File: src/inc/postbyte_pkg.sv
/*
  shared constants and carrier types for the indexed postbyte decoder.
  assumes a single 50 MHz core clock and byte-wide instruction queue.
*/
package postbyte_pkg;

  // ---------------------------------------------------------------
  // widths
  // ---------------------------------------------------------------
  localparam int WORD_W = 16;              // address and register width
  localparam int BYTE_W = 8;               // queue byte width

  // ---------------------------------------------------------------
  // encodings
  // ---------------------------------------------------------------
  localparam logic [7:0] PAGE2_PREFIX = 8'h18;  // second opcode page prefix
  localparam logic [2:0] LONG_TAG     = 3'h7;   // bits 7:5 of long forms
  localparam logic [1:0] SEL_X        = 2'h0;   // base select codes
  localparam logic [1:0] SEL_Y        = 2'h1;
  localparam logic [1:0] SEL_SP       = 2'h2;
  localparam logic [1:0] SEL_PC       = 2'h3;
  localparam logic [1:0] ACC_A        = 2'h0;   // accumulator select codes
  localparam logic [1:0] ACC_B        = 2'h1;
  localparam logic [1:0] ACC_D        = 2'h2;
  localparam logic [1:0] ACC_D_IND    = 2'h3;
  localparam int BIT_FIVE  = 5;            // short form / auto-adjust split
  localparam int BIT_ADJ_P = 4;            // pre/post select
  localparam int BIT_Z     = 1;            // 9/16-bit select
  localparam int BIT_S     = 0;            // 9-bit sign

  // ---------------------------------------------------------------
  // form classes
  // ---------------------------------------------------------------
  typedef enum logic [7:0] {
    FORM_SHORT   = 8'h01,  // indexed_short_form, 5-bit constant
    FORM_NINE    = 8'h02,  // indexed_nine_bit_form
    FORM_SIXTEEN = 8'h04,  // indexed_sixteen_bit_form
    FORM_IND16   = 8'h08,  // 16-bit offset indirect
    FORM_AUTO    = 8'h10,  // auto pre/post adjust
    FORM_ACC     = 8'h20,  // accumulator offset
    FORM_IND_D   = 8'h40,  // accumulator D indirect
    FORM_BAD     = 8'h80   // illegal encoding
  } form_t;

  typedef struct packed {
    logic [WORD_W-1:0] x;
    logic [WORD_W-1:0] y;
    logic [WORD_W-1:0] sp;
    logic [WORD_W-1:0] pc;
    logic [BYTE_W-1:0] acc_a;
    logic [BYTE_W-1:0] acc_b;
  } regs_t;

  typedef struct packed {
    form_t             form;
    logic [1:0]        base_register_select;
    logic [1:0]        ext_bytes;      // extension bytes that follow
    logic              indirect;       // pointer fetch needed
    logic              writeback;      // index register updated
    logic [WORD_W-1:0] ea;             // effective or pointer address
    logic [WORD_W-1:0] wb_value;       // adjusted index value
  } decode_t;

endpackage

File: src/hdl/postbyte_form.sv
/*
  combinational classifier for one indexed postbyte.
  assumes the caller registers the result; no state here.
*/
`timescale 1ns/1ps
module postbyte_form (
  input  wire logic [7:0]          index_postbyte_in,  // postbyte under test
  output postbyte_pkg::form_t      form_out,           // decoded form
  output logic [1:0]               ext_bytes_out       // extension byte count
);
  import postbyte_pkg::*;

  // ---------------------------------------------------------------
  // classification
  // ---------------------------------------------------------------
  // pure decode of the bit patterns
  always_comb begin
    form_out      = FORM_BAD;
    ext_bytes_out = 2'h0;
    if (!index_postbyte_in[BIT_FIVE]) begin
      form_out = FORM_SHORT;
    end else if (index_postbyte_in[7:5] != LONG_TAG) begin
      // pc select is not a legal auto-adjust base
      form_out = (index_postbyte_in[7:6] == SEL_PC) ? FORM_BAD : FORM_AUTO;
    end else if (!index_postbyte_in[2]) begin
      if (!index_postbyte_in[BIT_Z]) begin
        form_out      = FORM_NINE;
        ext_bytes_out = 2'h1;
      end else if (index_postbyte_in[BIT_S]) begin
        form_out      = FORM_IND16;
        ext_bytes_out = 2'h2;
      end else begin
        form_out      = FORM_SIXTEEN;
        ext_bytes_out = 2'h2;
      end
    end else if (index_postbyte_in[1:0] == ACC_D_IND) begin
      form_out = FORM_IND_D;
    end else begin
      form_out = FORM_ACC;
    end
  end

endmodule

File: src/hdl/indexed_postbyte_decoder.sv
/*
  indexed postbyte decoder: takes opcode/postbyte/extension bytes from the
  instruction queue and produces base select, form, effective address and
  index writeback. assumes the queue presents one byte per cycle with valid,
  and that register values are stable while a postbyte is decoded.
*/
// Function
// - 111rr0zs: z0 nine-bit signed, z1 sixteen-bit
// - 111rr011: sixteen-bit offset indexed-indirect
// - auto-adjust: p pre/post, step +1..+8, -1..-8
// - auto-adjust base only X, Y or SP
// - accumulator offset: A, B or D unsigned
// - accumulator select 11: D indexed-indirect
// - fetch zero, one or two extension bytes
// - $18 prefix selects second opcode page
// - accept postbytes and extension bytes after opcode
// - nine-bit: low byte extension, sign from postbyte
// - D-indirect pointer at base plus D
`timescale 1ns/1ps
module indexed_postbyte_decoder (
  input  wire logic                          mclk_in,          // core bus clock
  input  wire logic                          rstn_in,          // synchronous reset, active low
  input  wire logic                          byte_valid_in,    // queue byte present
  input  wire logic [7:0]                    byte_in,          // queue byte
  input  wire logic                          opcode_in,        // byte is an opcode start
  input  wire logic                          wants_post_in,    // current opcode takes a postbyte
  input  wire logic                          post_indexed_in,  // that postbyte is indexed form
  input  wire logic [1:0]                    other_ext_in,     // extension bytes for non-indexed ops
  input  wire postbyte_pkg::regs_t           regs_in,          // programmer model values
  output logic                               byte_ready_out,   // decoder takes the byte
  output logic                               page2_out,        // opcode from second page
  output logic [7:0]                         opcode_out,       // latched opcode
  output logic [7:0]                         postbyte_out,     // latched postbyte, indexed or not
  output postbyte_pkg::decode_t              decode_out,       // indexed decode result
  output logic                               done_out          // one-cycle result pulse
);
  import postbyte_pkg::*;

  // ---------------------------------------------------------------
  // state
  // ---------------------------------------------------------------
  typedef enum logic [4:0] {
    ST_OPCODE = 5'h01,  // waiting for opcode or prefix
    ST_PAGE2  = 5'h02,  // prefix seen, waiting for page-two opcode
    ST_POST   = 5'h04,  // waiting for postbyte
    ST_EXT    = 5'h08,  // collecting extension bytes
    ST_CALC   = 5'h10   // form effective address
  } state_t;

  state_t            state_ff,    nxt_state;
  logic              page2_ff,    nxt_page2;
  logic [7:0]        opcode_ff,   nxt_opcode;
  logic [7:0]        post_ff,     nxt_post;
  logic              indexed_ff,  nxt_indexed;   // postbyte is indexed
  logic [1:0]        need_ff,     nxt_need;      // extension bytes left
  logic [WORD_W-1:0] ext_ff,      nxt_ext;       // collected extension, msb first
  decode_t           decode_ff,   nxt_decode;
  logic              done_ff,     nxt_done;
  form_t             form_ff,     nxt_form;      // pending form, published only at done
  logic [1:0]        cnt_ff,      nxt_cnt;       // pending extension count, published at done

  form_t             form_w;      // classifier result for incoming byte
  logic [1:0]        ext_cnt_w;   // its extension count

  // ---------------------------------------------------------------
  // helpers
  // ---------------------------------------------------------------
  // base register pick, shared by every indexed form
  function automatic logic [WORD_W-1:0] base_of(input regs_t r, input logic [1:0] sel);
    logic [WORD_W-1:0] v;
    v = r.pc;
    if (sel == SEL_X)       v = r.x;
    else if (sel == SEL_Y)  v = r.y;
    else if (sel == SEL_SP) v = r.sp;
    return v;
  endfunction

  // base select field: bits 4:3 in the long forms, bits 7:6 everywhere else
  function automatic logic [1:0] sel_of(input logic [7:0] pb);
    logic [1:0] s;
    s = (pb[7:5] == LONG_TAG) ? pb[4:3] : pb[7:6];
    return s;
  endfunction

  // auto-adjust step: 0000..0111 is +1..+8, 1000..1111 is -8..-1
  function automatic logic [WORD_W-1:0] step_of(input logic [3:0] n);
    logic [WORD_W-1:0] s;
    s = n[3] ? {{(WORD_W-4){1'b1}}, n} : {{(WORD_W-4){1'b0}}, n} + 16'h0001;
    return s;
  endfunction

  postbyte_form u_form (
    .index_postbyte_in (byte_in),
    .form_out          (form_w),
    .ext_bytes_out     (ext_cnt_w)
  );

  // byte taken whenever the decoder is not busy computing
  assign byte_ready_out = (state_ff != ST_CALC);
  assign page2_out      = page2_ff;
  assign opcode_out     = opcode_ff;
  assign postbyte_out   = post_ff;
  assign decode_out     = decode_ff;
  assign done_out       = done_ff;

  // ---------------------------------------------------------------
  // next-state logic
  // ---------------------------------------------------------------
  always_comb begin
    logic [WORD_W-1:0] base;
    logic [WORD_W-1:0] adj;
    logic [WORD_W-1:0] off;
    base        = base_of(regs_in, sel_of(post_ff));
    adj         = base + step_of(post_ff[3:0]);
    off         = 16'h0000;
    nxt_state   = state_ff;
    nxt_page2   = page2_ff;
    nxt_opcode  = opcode_ff;
    nxt_post    = post_ff;
    nxt_indexed = indexed_ff;
    nxt_need    = need_ff;
    nxt_ext     = ext_ff;
    nxt_decode  = decode_ff;
    nxt_form    = form_ff;
    nxt_cnt     = cnt_ff;
    nxt_done    = 1'b0;
    case (state_ff)
      ST_OPCODE, ST_PAGE2: begin
        if (byte_valid_in && opcode_in) begin
          if (state_ff == ST_OPCODE && byte_in == PAGE2_PREFIX) begin
            nxt_state = ST_PAGE2;
            nxt_page2 = 1'b1;
          end else begin
            nxt_opcode  = byte_in;
            nxt_page2   = (state_ff == ST_PAGE2);
            nxt_indexed = 1'b0;
            nxt_need    = other_ext_in;
            nxt_ext     = 16'h0000;
            nxt_form    = FORM_BAD;                              // no postbyte: not indexed
            nxt_cnt     = other_ext_in;
            if (wants_post_in)       nxt_state = ST_POST;
            else if (other_ext_in != 2'h0) nxt_state = ST_EXT;
            else                     nxt_state = ST_CALC;
          end
        end
      end
      ST_POST: begin
        if (byte_valid_in) begin
          nxt_post    = byte_in;
          nxt_indexed = post_indexed_in;
          if (post_indexed_in) nxt_need = ext_cnt_w;
          // kept aside so the published result only moves together with done
          nxt_form = post_indexed_in ? form_w : FORM_BAD;
          nxt_cnt  = post_indexed_in ? ext_cnt_w : other_ext_in;
          nxt_state = ((post_indexed_in ? ext_cnt_w : nxt_need) != 2'h0) ? ST_EXT : ST_CALC;
        end
      end
      ST_EXT: begin
        if (byte_valid_in) begin
          nxt_ext  = {ext_ff[BYTE_W-1:0], byte_in};
          nxt_need = need_ff - 2'h1;
          if (need_ff == 2'h1) nxt_state = ST_CALC;
        end
      end
      ST_CALC: begin
        nxt_done             = 1'b1;
        nxt_state            = ST_OPCODE;
        nxt_page2            = 1'b0;
        nxt_decode.indirect  = 1'b0;
        nxt_decode.writeback = 1'b0;
        nxt_decode.wb_value  = base;
        nxt_decode.form      = form_ff;
        nxt_decode.ext_bytes = cnt_ff;
        nxt_decode.base_register_select = sel_of(post_ff);
        case (form_ff)
          FORM_SHORT: off = {{(WORD_W-5){post_ff[4]}}, post_ff[4:0]};
          FORM_NINE: off = {{(WORD_W-8){post_ff[BIT_S]}}, ext_ff[7:0]};
          FORM_SIXTEEN: off = ext_ff;
          FORM_IND16: begin
            off                 = ext_ff;
            nxt_decode.indirect = 1'b1;
          end
          FORM_ACC: begin
            if (post_ff[1:0] == ACC_A)      off = {8'h00, regs_in.acc_a};
            else if (post_ff[1:0] == ACC_B) off = {8'h00, regs_in.acc_b};
            else                            off = {regs_in.acc_a, regs_in.acc_b};
          end
          FORM_IND_D: begin
            off                 = {regs_in.acc_a, regs_in.acc_b};
            nxt_decode.indirect = 1'b1;
          end
          FORM_AUTO: begin
            nxt_decode.writeback = 1'b1;
            nxt_decode.wb_value  = adj;
          end
          default: off = 16'h0000;                               // illegal: plain base
        endcase
        // auto forms bypass the adder: pre uses adjusted, post the original
        if (form_ff == FORM_AUTO)
          nxt_decode.ea = post_ff[BIT_ADJ_P] ? base : adj;
        else
          nxt_decode.ea = base + off;
        if (!indexed_ff) begin
          nxt_decode.ea = ext_ff;                                // non-indexed: raw extension
          nxt_decode.writeback = 1'b0;
        end
      end
      default: nxt_state = ST_OPCODE;
    endcase
  end

  // ---------------------------------------------------------------
  // registers
  // ---------------------------------------------------------------
  always_ff @(posedge mclk_in) begin
    if (!rstn_in) begin
      state_ff   <= ST_OPCODE;
      page2_ff   <= 1'b0;
      opcode_ff  <= 8'h00;
      post_ff    <= 8'h00;
      indexed_ff <= 1'b0;
      need_ff    <= 2'h0;
      ext_ff     <= 16'h0000;
      decode_ff  <= '{form: FORM_BAD, default: '0};
      done_ff    <= 1'b0;
      form_ff    <= FORM_BAD;
      cnt_ff     <= 2'h0;
    end else begin
      state_ff   <= nxt_state;
      page2_ff   <= nxt_page2;
      opcode_ff  <= nxt_opcode;
      post_ff    <= nxt_post;
      indexed_ff <= nxt_indexed;
      need_ff    <= nxt_need;
      ext_ff     <= nxt_ext;
      decode_ff  <= nxt_decode;
      done_ff    <= nxt_done;
      form_ff    <= nxt_form;
      cnt_ff     <= nxt_cnt;
    end
  end

endmodule

File: config.mk
export PLATFORM = sky130hd
export DESIGN_NAME = indexed_postbyte_decoder
export DESIGN_NICKNAME = d
export VERILOG_FILES = /design/src/inc/postbyte_pkg.sv /design/src/hdl/postbyte_form.sv /design/src/hdl/indexed_postbyte_decoder.sv
export SDC_FILE = /design/constraint.sdc
export NUM_CORES = 1
export LEC_CHECK = 0
export ABC_AREA = 1
export BUFFER_PORTS_ARGS = -buffer_cell sky130_fd_sc_hd__buf_2
export CAP_MARGIN = 20
export CORE_MARGIN = 4
export CORE_UTILIZATION = 55
export DETAILED_ROUTE_END_ITERATION = 10
export GPL_ROUTABILITY_DRIVEN = 1
export HOLD_SLACK_MARGIN = 0.02
export PLACE_DENSITY = 0.81
export SYNTH_ARGS = -nofsm -noshare
export SYNTH_HDL_FRONTEND = slang
export SYNTH_HIERARCHICAL = 1
export SYNTH_SLANG_ARGS = --single-unit
File: constraint.sdc
create_clock -name mclk_in -period 4.2 [get_ports mclk_in]
set_clock_uncertainty 0.15 [all_clocks]
set_input_delay 0 -clock mclk_in [delete_from_list [all_inputs] [get_ports mclk_in]]
set_output_delay 0 -clock mclk_in [all_outputs]
set_load 0.03 [all_outputs]
Word level (Yosys, flattened, before mapping)
Cells that the tools add are included.
{"block": "classes", "n_eq_ne": 27, "multipliers": 0, "n_reduce_logical": 20, "muxes": 64, "n_shift": 0, "bitwise": 1, "add_sub_neg": 4, "order_cmp": 0, "n_div": 0}
{"op": "two-way mux 16 bit", "count": 13}
{"op": "one-hot mux 16 bit (5 select lines)", "count": 1}
{"op": "two-way mux 8 bit", "count": 9}
{"op": "two-way mux 5 bit", "count": 8}
{"op": "adder 16 bit", "count": 2}
{"op": "one-hot mux 16 bit (2 select lines)", "count": 1}
{"op": "two-way mux 2 bit", "count": 15}
{"op": "two-way mux 17 bit", "count": 1}
{"op": "equality test 8 x 5 -> 1 bit (second input constant)", "count": 2}
{"op": "one-hot mux 8 bit (2 select lines)", "count": 1}
{"op": "one-hot mux 5 bit (3 select lines)", "count": 1}
{"op": "AND reduction 4 bit", "count": 3}
{"op": "inequality test 2 bit (second input constant)", "count": 5}
{"op": "nonzero test 2 bit", "count": 5}
{"op": "equality test 8 x 1 -> 1 bit (second input constant)", "count": 1}
{"op": "equality test 8 x 2 -> 1 bit (second input constant)", "count": 1}
{"op": "equality test 8 x 3 -> 1 bit (second input constant)", "count": 1}
{"op": "equality test 8 x 4 -> 1 bit (second input constant)", "count": 1}
{"op": "equality test 8 x 6 -> 1 bit (second input constant)", "count": 1}
{"op": "equality test 8 x 7 -> 1 bit (second input constant)", "count": 1}
{"op": "two-way mux 1 bit", "count": 8}
{"op": "two-way mux 7 bit", "count": 1}
{"op": "equality test 2 x 1 -> 1 bit (second input constant)", "count": 3}
{"op": "equality test 2 bit (second input constant)", "count": 3}
{"op": "22 further kinds", "count": 28}
{"block": "totals", "romBits": 0, "latchBits": 0, "ff_bits": 98, "wordCells": 133, "out_inout_bits": 65, "inputBits": 96, "mem_count": 0, "mem_bits_rw": 0}

Logic depth before layout (Yosys ltp)
Gate-level depths: netlist (run 1).
{"block": "depth", "word_depth": 12, "depth_mapped": 28, "depth_no_buf": 26}

Cells and area by module
The synthesis (run 1) kept the hierarchy.
{"mod": "indexed_postbyte_decoder", "cells_per_inst": 1090, "n_inst": 1, "area_per_inst_um2": 7035.5, "seq_area_each_um2": 1961.9}
{"mod": "postbyte_form", "cells_per_inst": 21, "n_inst": 1, "area_per_inst_um2": 95.1, "seq_area_each_um2": 0.0}

Worst setup path before layout (run 1)
OpenSTA, ideal clock, no wires.
{"block": "synth_path", "path_kind": "register to register", "start": "register post_ff[3], in the netlist postbyte_out[3]", "end": "register decode_ff, in the netlist decode_out[24]", "required_time_ps": 3938, "stages_incl_launch_ff": 27, "synth_period_minus_slack_ps": 3489, "setup_time_ps": 112, "path_buffers": 1, "path_slack_ps": 711, "arrival_ps": 3227, "cell_sequence": "dfxtp_1 -> inv_2 -> nand3_4 -> nand2_4 -> nand2_4 -> buf_6 -> nand2_1 -> nand3_2 -> o211ai_2 -> nand2_2 -> ha_1 -> inv_1 -> fa_1 -> inv_1 -> nand3_1 -> nand2_1 -> nand2_1 -> nand2_1 -> nand3_1 -> nand2_1 -> nand2_1 -> nand3_1 -> nand2_1 -> nand2_1 -> nand3_1 -> nand2_1 -> nand2_1"}
{"block": "synth_between", "elab_chain_len": 9, "word_cells_on_any_way": 16, "cone_classes": "3 x add/sub; 2 x eq/ne; 10 x mux; 1 x reduce/logical"}
{"item": "start: declaration", "line_no": "indexed_postbyte_decoder.sv:53", "source": "logic [7:0] post_ff, nxt_post;"}
{"item": "start signal: assignment", "line_no": "indexed_postbyte_decoder.sv:232", "source": "post_ff <= nxt_post;"}
{"item": "two-way mux 2 bit", "line_no": "indexed_postbyte_decoder.sv:81", "source": "s = (pb[7:5] == LONG_TAG) ? pb[4:3] : pb[7:6];"}
{"item": "equality test 2 bit", "line_no": "indexed_postbyte_decoder.sv:74", "source": "else if (sel == SEL_SP) v = r.sp;"}
{"item": "two-way mux 16 bit", "line_no": "indexed_postbyte_decoder.sv:74"}
{"item": "two-way mux 16 bit", "line_no": "indexed_postbyte_decoder.sv:73", "source": "else if (sel == SEL_Y) v = r.y;"}
{"item": "two-way mux 16 bit", "line_no": "indexed_postbyte_decoder.sv:72", "source": "if (sel == SEL_X) v = r.x;"}
{"item": "adder 16 bit", "line_no": "indexed_postbyte_decoder.sv:114", "source": "adj = base + step_of(post_ff[3:0]);"}
{"item": "two-way mux 16 bit", "line_no": "indexed_postbyte_decoder.sv:200", "source": "nxt_decode.ea = post_ff[BIT_ADJ_P] ? base : adj;"}
{"item": "two-way mux 16 bit *", "line_no": "indexed_postbyte_decoder.sv:199", "source": "if (form_ff == FORM_AUTO)"}
{"item": "two-way mux 17 bit *", "line_no": "indexed_postbyte_decoder.sv:203", "source": "if (!indexed_ff) begin"}
{"item": "end signal: assignment", "line_no": "indexed_postbyte_decoder.sv:236", "source": "decode_ff <= nxt_decode;"}
{"item": "end: declaration", "line_no": "indexed_postbyte_decoder.sv:57", "source": "decode_t decode_ff, nxt_decode;"}
Mark *: on every way between the ends. The rest lies on a longest branch, timed or not. The select of a mux whose other input is x is not followed.
A chain may end at the register's enable or synchronous reset.

Worst setup path in the final report (run 1)
{"block": "layout_path", "start": "register post_ff[4], in the netlist postbyte_out[4]", "end": "register decode_ff, in the netlist decode_out[24]"}
The elaborated chain is that of the path after synthesis.

==> flow_summary.toml, run 1 <==
[status]
status = "finished, final reports clean"

[cts]
path_clk_slew_ns = 0.08
clock_sinks = 98
post_cts_buffers = 0
root_buffer = "clkbuf_16"
h-tree-depth = 3
cts_tree = "built"
numCtsBuffers = 9
max-clock-path-buffers = 2
clk_latency_ns = 0.36

[pwr]
power_frac_seq_pct = 36.0
p_leak_nw = 4.120
p_clk_share_pct = 28.5
p_switching_mw = 1.175
ir_drop_v = 0.0004163
p_per_area_mw_per_mm2 = 343.3
combPwrFrac_pct = 35.5
switching_share_pct = 40.03
p_int_mw = 1.760

[floorplanning]
core_sq_mm = 0.01267
rows = 41
die_w_microns = 121.9
initial_core_util_pct = 56.28
die_h_microns = 121.9
io_pins = 161
dieArea_sq_mm = 0.01485

[yosys]
synth_cell_types = 56
ys_seq_area_share_pct = 27.51
ys_warn_count = 6
syn_area_sq_mm = 0.007131
avgSynthCellArea_sq_um = 6.418
netlist_instances = 1111
yosys.area.top_type = "dfxtp_1"
synth.area.top_cells = "dfxtp_1 28%, nand2_1 14%, a21oi_1 8.0%"
ys_ff_latch = 98
syn_nets = 1243
yosysTopAreaCellShare_pct = 27.51

[grt]
grt_max_degree = 40
grt_pass1_vias = 7753
antenna_found_initial = 0
globalRouteOverflowTotal = 0
grt_pass1_wl_microns = 39010
grtUsageTotal_pct = 33.36

[worst_setup_path]
path_delay_family = "simple AND/OR/NAND/NOR gates"
worstPathArrival_ns = 3.92
cp_max_fo = 21
crit_chain = "inv_4, nand3_2, nand2_4, nand3_2, nand3_1, o21ai_1, o21ai_1, ha_1, a21oi_1, nand2_1, nand2_1, nand2_1, nand3_1, nand2_1, or2_2, nand3_1, nand2_1, nand2_1, nand3_1, nand2_1, nand2_1"
rr_worst_depth = 21
cpMaxStageDelayCell = "nand3_2"
crit-reg2reg-capture = "decode_out[24]"
start_kind = "flip-flop"
slowest_delay_ns = 0.37
rrSetupSlack_ns = 0.40
setup.worst_path.class = "reg2reg"
cpMostUsedCell = "nand2_1"
critical_path_required_ns = 4.31
r2r-start = "postbyte_out[4]"
critPathBufInv = 1
critical_path_depth = 21
cp-end-kind = "flip-flop"

[timing]
drv_slew = 0
slew_headroom_pct = 39.71
finalCriticalPeriod_ns = 3.802
fin_crit_sh_pct = 90.53
finalSetupViolations = 0
rsz0062_at_grt = "false"
tightest_slew_ns = 0.9044
fmax_ghz = 0.2630
hold_violations = 0
fin_setup_tns_ns = 0

[place]
hpwl_microns = 19070
dp_cells = 1407
finalWeightedCongestion = 1.016
port_buffers = 160

[drt]
drc = 0
drt_pass1_iterations = 7
drt_wl_total_microns = 24880
vias = 8257
antenna_left = 0
drt_iter0_drc = 684
wl_per_cell_microns = 17.14
viasPerCell = 5.691

[finish]
syn_to_final_growth_pct = 19.90
layout.nets = 1406
layout_common_cells = "264 x nand2_1, 160 x buf_2, 122 x inv_1"
drive_gt1_share_pct = 17.83
stdcell_count = 1451
final_common_cell = "nand2_1"
num_antenna_cells = 0

[min_path]
min_from = "regs_in[67]"
hold_path_depth = 5
whs_endpoint = "decode_out[3]"
worstHoldPathType = "in2reg"

[run]
maxCapViolations = 0
[worst reg2reg max path: stages (launching register included)]
cell	delay, ns
dfxtp_1	0.33
inv_4	0.18
nand3_2	0.12
nand2_4	0.18
nand3_2	0.37
nand3_1	0.21
o21ai_1	0.08
o21ai_1	0.36
ha_1	0.37
a21oi_1	0.20
nand2_1	0.13
nand2_1	0.08
nand2_1	0.11
nand3_1	0.09
nand2_1	0.08
or2_2	0.30
nand3_1	0.07
nand2_1	0.05
nand2_1	0.05
nand3_1	0.07
nand2_1	0.09
nand2_1	0.04
[power groups by stage]
stage                     logic [mW]  registers, mW  clock network [mW]
after global placement         0.984           1.07                   0
after detailed placement       0.995           1.08                   0
final                           1.04           1.06               0.836
after CTS                       1.02           1.06               0.830
after floorplan                0.720           1.12                   0
after global routing            1.16           1.06               0.867
[synth_stat cells, drive strengths merged]
master	n
a211oi	2
a21boi	2
a21o	5
a21oi	115
a221oi	4
a22o	1
a22oi	3
a31oi	8
a41oi	1
and2	1
buf	27
clkbuf	16
clkinv	1
conb	1
dfxtp	98
fa	2
ha	34
inv	131
nand2	274
nand3	81
nand3b	3
nand4	3
nor2	100
nor3	11
nor4	2
o2111ai	4
o211a	1
o211ai	9
o21a	4
o21ai	123
o21bai	9
o221ai	11
o22ai	2
o31ai	2
or2	4
xnor2	6
xor2	10
[layout make-up]
class / count / area (sq um)
fill: 1192 / 4121
tap: 172 / 215.2
clock buffer: 11 / 242.7
sequential: 98 / 1962
multi-input combinational: 838 / 4448
clock inverter: 5 / 45.04
timing repair buffer: 195 / 1134
inverter: 132 / 503.0
[state kept, by name, summed over array words and instances, names as in the netlist]
name	count
decode_out	46
ext_ff	16
form_ff	8
opcode_out	8
postbyte_out	8
state_ff	5
cnt_ff	2
need_ff	2
done_out	1
indexed_ff	1
page2_out	1
[through the flow]
step | setup WS [ns] | area, sq um | utilization (%) | power [mW] | hold WS [ns]
6_report | 0.3978 | 8549 | 67.47 | 2.935 | 0.009984
3_3_place_gp | 0.5161 | 7981 | 62.99 | 2.059 | 0.1427
3_5_place_dp | 0.4489 | 7981 | 62.99 | 2.072 | 0.1490
2_1_floorplan | 0.7111 | 7131 | - | 1.842 | -0.01509
4_1_cts | 0.4379 | 8549 | 67.47 | 2.908 | 0.02099
5_1_grt | 0.07271 | 8549 | 67.47 | 3.087 | 0.04053
[routing by layer]
metal	wire, microns	global-route usage [%]
met5	0	0
met4	897	13.73
met3	1832	4.550
met2	12030	57.49
met1	10120	41.94
[logic make-up (layout without fill, tap and decap cells)]
logic type / after synthesis / after routing / synth area share, %
AND/OR/NAND/NOR: 479 / 479 / 29.11
AO/OA/AOI/OAI: 306 / 306 / 24.72
buffers and inverters: 175 / 343 / 10.11
flip-flops: 98 / 98 / 27.51
adder cells (fa/ha/maj): 36 / 36 / 6.528
XOR/XNOR: 16 / 16 / 1.965
other: 1 / 1 / 0.05259
[worst max path at each step]
stage	startpoint	to	slack [ns]
after floorplan	postbyte_out[3]	decode_out[24]	0.71
after global placement	postbyte_out[4]	decode_out[24]	0.52
after detailed placement	postbyte_out[4]	decode_out[24]	0.45
after CTS	postbyte_out[4]	decode_out[24]	0.44
after global routing	postbyte_out[4]	decode_out[30]	0.07
final	postbyte_out[4]	decode_out[24]	0.40
[repair_timing]
item	CTS	global route
hold buffers	28	0
resized for setup	0	0
endpoints found under the hold margin	47	0
endpoints found under the setup margin	0	0
(Power assumes the default switching activity.)
==> inputs of run 2 (changes only) <==
--- a/config.mk
+++ b/config.mk
@@ -8,12 +8,14 @@
 export ABC_AREA = 1
 export BUFFER_PORTS_ARGS = -buffer_cell sky130_fd_sc_hd__buf_2
 export CAP_MARGIN = 20
+export CELL_PAD_IN_SITES_DETAIL_PLACEMENT = 0
+export CELL_PAD_IN_SITES_GLOBAL_PLACEMENT = 1
 export CORE_MARGIN = 4
-export CORE_UTILIZATION = 55
+export CORE_UTILIZATION = 38
 export DETAILED_ROUTE_END_ITERATION = 10
 export GPL_ROUTABILITY_DRIVEN = 1
 export HOLD_SLACK_MARGIN = 0.02
-export PLACE_DENSITY = 0.81
+export PLACE_DENSITY_LB_ADDON = 0.1
 export SYNTH_ARGS = -nofsm -noshare
 export SYNTH_HDL_FRONTEND = slang
 export SYNTH_HIERARCHICAL = 1
==> run 2 against run 1 <==
Compared with the run above: global-route usage decreased by 8.4 points; non-clock buffer count grew 8; worst setup slack improved by 0.050 ns; largest cell class unchanged; critical path type unchanged; clock-buffer cell count shrank 1; combinational power about the same; die area up 42%; maximum frequency grew 1.3%.
==> flow_summary.toml, run 2 (same netlist as run 1, synthesis figures left out) <==
[drt]
antenna_left = 0
viasPerCell = 5.255
drt_pass1_iterations = 5
wl_met3_microns = 1304
wl_met2_microns = 13160
vias = 7966
wl_met1_microns = 11870
top_layer = "met5"
drc = 0
drt_wl_total_microns = 26870
drt_iter0_drc = 479
wl_per_cell_microns = 17.72

[worst_setup_path]
critical_path_required_ns = 4.30
r2r-start = "form_ff[6]"
startpoint = "form_ff[6]"
cp_max_fo = 5
setup.worst_path.class = "reg2reg"
cp-end-kind = "flip-flop"
cpMostUsedCell = "nand2_1"
crit_chain = "inv_1, nand2_1, nor3_1, nand2_1, o21ai_0, nand2_1, o2111ai_1, ha_1, a21oi_1, a21boi_0, nand2_1, a31oi_1, nand3_1, nand3_1, nand3_1, nand2_1, nand2_1"
worstPathArrival_ns = 3.85
start_kind = "flip-flop"
cpMaxStageDelayCell = "ha_1"
slowest_delay_ns = 0.36

[timing]
holdWs_ns = 0.02713
fin_setup_tns_ns = 0
rsz0062_at_grt = "false"
finalSetupViolations = 0
hold_violations = 0
fmax_ghz = 0.2665
tightest_slew_ns = 0.9523
fin_crit_sh_pct = 89.34
drv_slew = 0
finalCriticalPeriod_ns = 3.752
slew_headroom_pct = 36.50

[cts]
max-clock-path-buffers = 2
clock_sinks = 98
numCtsBuffers = 9
clk_latency_ns = 0.36
path_clk_slew_ns = 0.08
ctsResizeCount = 0
root_buffer = "clkbuf_16"
cts_tree = "built"
h-tree-depth = 3

[floorplanning]
dieArea_sq_mm = 0.02102
core_sq_mm = 0.01821
rows = 49
die_h_microns = 145.0
initial_core_util_pct = 39.16
io_pins = 161
die_w_microns = 145.0

[grt]
antenna_found_initial = 1
globalRouteOverflowTotal = 0
grt_max_degree = 40
grt_pass1_vias = 7748
grtUsageTotal_pct = 24.97
grt_pass1_wl_microns = 42270

[place]
finalWeightedCongestion = 0.9257
hpwl_microns = 21580
port_buffers = 160

[finish]
final_common_cell = "nand2_1"
layout_common_cells = "264 x nand2_1, 160 x buf_2, 122 x inv_1"
num_antenna_cells = 0
drive_gt1_share_pct = 18.41
syn_to_final_growth_pct = 21.86
largest_reg_flops = 46
fillers = 1970
layout.nets = 1414

[status]
status = "finished, final reports clean"

[pwr]
p_leak_nw = 4.154
p_per_area_mw_per_mm2 = 338.8
ir_drop_v = 0.0004861

[run]
maxCapViolations = 0

[min_path]
min_from = "regs_in[49]"
worstHoldPathType = "in2reg"
## run 2: cell count changes in the layout (fill, tap and decap cells not counted)
cell,before,now
clkinv_8,0,1
inv_6,2,3
clkbuf_1,1,0
inv_8,1,0
clkinv_4,1,0
clkinvlp_4,1,2
buf_4,7,15
## run 2: layout make-up
cell class                      instances  area [sq um]  area share, %
Multi-Input combinational cell        838          4448          51.19
Sequential cell                        98          1962          22.58
Timing Repair Buffer                  203          1194          13.74
Inverter                              132         503.0          5.788
Tap cell                              229         286.5          3.297
Clock buffer                           10         239.0          2.750
Clock inverter                          6         57.56         0.6623
## run 2: worst paths after layout
| kind | endpoint | slack, ns | cells past startpoint |
|---|---|---|---|
| worst max-delay path | decode_out[31] | 0.45 | 17 |
| worst min-delay path | decode_out[1] | 0.03 | 5 |
| worst max register to register | decode_out[31] | 0.45 | 17 |
| worst min register to register | decode_out[21] | 0.30 | 2 |
## run 2: where the power goes
part	internal [mW]	total, mW	switching, mW
clock	0.430	0.839	0.409
combinational	0.325	1.05	0.725
sequential	1.01	1.05	0.0438
total	1.77	2.94	1.18
## run 2: per-layer routing
layer	up-vias	track usage [%]
met3	30	3.711
met5	-	0
met4	2	6.413
met1	3678	32.61
met2	200	43.43
li1	4056	-
## run 2: per-stage QoR
step	setup WS, ns	utilization (%)	instance area (sq um)	std cells	power (mW)
2_1_floorplan	0.7111	-	7131	1111	1.842
3_3_place_gp	0.4635	44.55	8113	1472	2.105
3_5_place_dp	0.5022	44.55	8113	1472	2.101
4_1_cts	0.4763	47.72	8690	1516	2.960
5_1_grt	0.08648	47.72	8690	1516	3.138
6_report	0.4478	47.72	8690	1516	2.944
## run 2: what timing repair did
item | 4_1_cts | 5_1_grt
hold buffers | 28 | 0
endpoints found under the hold margin | 48 | 0
endpoints found under the setup margin | 0 | 0
buffers inserted | 0 | 0
## run 2: worst max-delay path, delay by kind of cell (launching register included)
kind / cells / cell delay (ns)
buf+inv: 1 / 0.11
fa+ha+maj: 1 / 0.36
simple gates: 10 / 1.26
flops: 1 / 0.33
compound gates: 5 / 1.43
==> inputs of run 3 (changes only) <==
--- a/config.mk
+++ b/config.mk
@@ -15,7 +15,7 @@
 export DETAILED_ROUTE_END_ITERATION = 10
 export GPL_ROUTABILITY_DRIVEN = 1
 export HOLD_SLACK_MARGIN = 0.02
-export PLACE_DENSITY_LB_ADDON = 0.1
+export PLACE_DENSITY = 0.81
 export SYNTH_ARGS = -nofsm -noshare
 export SYNTH_HDL_FRONTEND = slang
 export SYNTH_HIERARCHICAL = 1
==> run 3 against run 2 <==
Compared with the run above: first-iteration DRC count rose by 43%; critical path type unchanged; clock-buffer cell count shrank 1; die area unchanged; non-clock buffer count down 4; combinational power about the same; total power shrank 0.92%; via count grew 0.59%; largest power group unchanged; wire length decreased by 4.5%; critical path depth did not move; cell area is 0.23% lower; global-route usage down 1.2 points.
==> flow_summary.toml, run 3 (same netlist as run 1, synthesis figures left out) <==
[timing]
holdWs_ns = 0.02183
tightest_slew_ns = 0.9934
hold_violations = 0
rsz0062_at_grt = "false"
slew_headroom_pct = 33.77
drv_slew = 0
fin_crit_sh_pct = 92.39
finalSetupViolations = 0
finalCriticalPeriod_ns = 3.880
fin_setup_tns_ns = 0
fmax_ghz = 0.2577

[cts]
root_buffer = "clkbuf_16"
h-tree-depth = 3
clock_sinks = 98
max-clock-path-buffers = 2
clk_latency_ns = 0.36
numCtsBuffers = 9
path_clk_slew_ns = 0.08
ctsResizeCount = 0
cts_tree = "built"

[floorplanning]
die_w_microns = 145.0
dieArea_sq_mm = 0.02102
initial_core_util_pct = 39.16
core_sq_mm = 0.01821
die_h_microns = 145.0
io_pins = 161
rows = 49

[drt]
vias = 8013
drt_wl_total_microns = 25660
antenna_left = 0
drc = 0
drt_iter0_drc = 686
drt_pass1_iterations = 5
viasPerCell = 5.300
wl_per_cell_microns = 16.97

[grt]
grt_max_degree = 39
antenna_found_initial = 0
grt_pass1_wl_microns = 40580
globalRouteOverflowTotal = 0
grt_pass1_vias = 7699
grtUsageTotal_pct = 23.75

[worst_setup_path]
worstPathArrival_ns = 3.99
critical_path_required_ns = 4.31
cp_max_fo = 21
start_kind = "flip-flop"
setup.worst_path.class = "reg2reg"
cp-end-kind = "flip-flop"

[finish]
num_antenna_cells = 0
drive_gt1_share_pct = 18.00
final_common_cell = "nand2_1"
layout_common_cells = "264 x nand2_1, 160 x buf_2, 122 x inv_1"
largest_reg_flops = 46
syn_to_final_growth_pct = 21.58
final_area_sq_mm = 0.008670
stdcell_count = 1512
layout.nets = 1410
fin_util_pct = 47.61

[place]
port_buffers = 160
dp_cells = 1465
dpl_cell_area_sq_mm = 0.008060
finalWeightedCongestion = 0.9651
hpwl_microns = 20280

[run]
maxCapViolations = 0

[status]
status = "finished, final reports clean"

[pwr]
ir_drop_v = 0.0003801
p_per_area_mw_per_mm2 = 336.5
p_leak_nw = 4.149

[min_path]
worstHoldPathType = "in2reg"
-- run 3: layer usage --
layer,vias up,track usage [%],part of all wire (%)
li1,4050,-,-
met1,3667,29.63,43
met2,237,40.87,48
met3,59,4.303,5.3
met4,0,9.216,3.4
met5,-,0,0
-- run 3: worst paths after layout --
kind	start	endpoint	slack, ns	cells past startpoint
min reg2reg	decode_out[41]	decode_out[41]	0.30	2
max reg2reg	postbyte_out[4]	decode_out[31]	0.32	17
max	postbyte_out[4]	decode_out[31]	0.32	17
min	regs_in[67]	decode_out[3]	0.02	6
-- run 3: power breakdown --
| part | internal, mW | total (mW) | switching, mW |
|---|---|---|---|
| Combinational | 0.324 | 1.04 | 0.715 |
| Clock | 0.412 | 0.823 | 0.411 |
| Sequential | 1.01 | 1.05 | 0.0438 |
-- run 3: stage by stage --
| step | power (mW) | setup WS [ns] |
|---|---|---|
| global route | 3.107 | 0.01934 |
| floorplan | 1.842 | 0.7111 |
| global placement | 2.083 | 0.4505 |
| detailed placement | 2.084 | 0.3752 |
| finish | 2.917 | 0.3197 |
| CTS | 2.933 | 0.3540 |
-- run 3: cell type report --
cell class | instances | area (sq um)
sequential | 98 | 1962
clock buffer | 9 | 225.2
inverter | 132 | 503.0
fill | 1944 | 9539
tap | 229 | 286.5
timing repair buffer | 199 | 1189
clock inverter | 7 | 56.30
multi-input combinational | 838 | 4448
-- run 3: critical path, stage by stage (launching register included) --
cell and delay [ns]:
dfxtp_1 0.34, inv_4 0.19, nand3_2 0.11, nand2_4 0.18, nand3_2 0.39, nand3_1 0.21
o21ai_1 0.08, o21ai_1 0.37, ha_1 0.37, a21o_1 0.20, a21boi_0 0.27, nand2_1 0.17
a31oi_1 0.28, nand3_1 0.12, nand3_1 0.09, nand3_1 0.09, nand2_1 0.10, nand2_1 0.04
-- run 3: repair_timing --
action | 4_1_cts | 5_1_grt
endpoints found under the hold margin | 50 | 0
setup buffers | 0 | 0
hold buffers | 30 | 0
setup endpoints to repair | 0 | 0
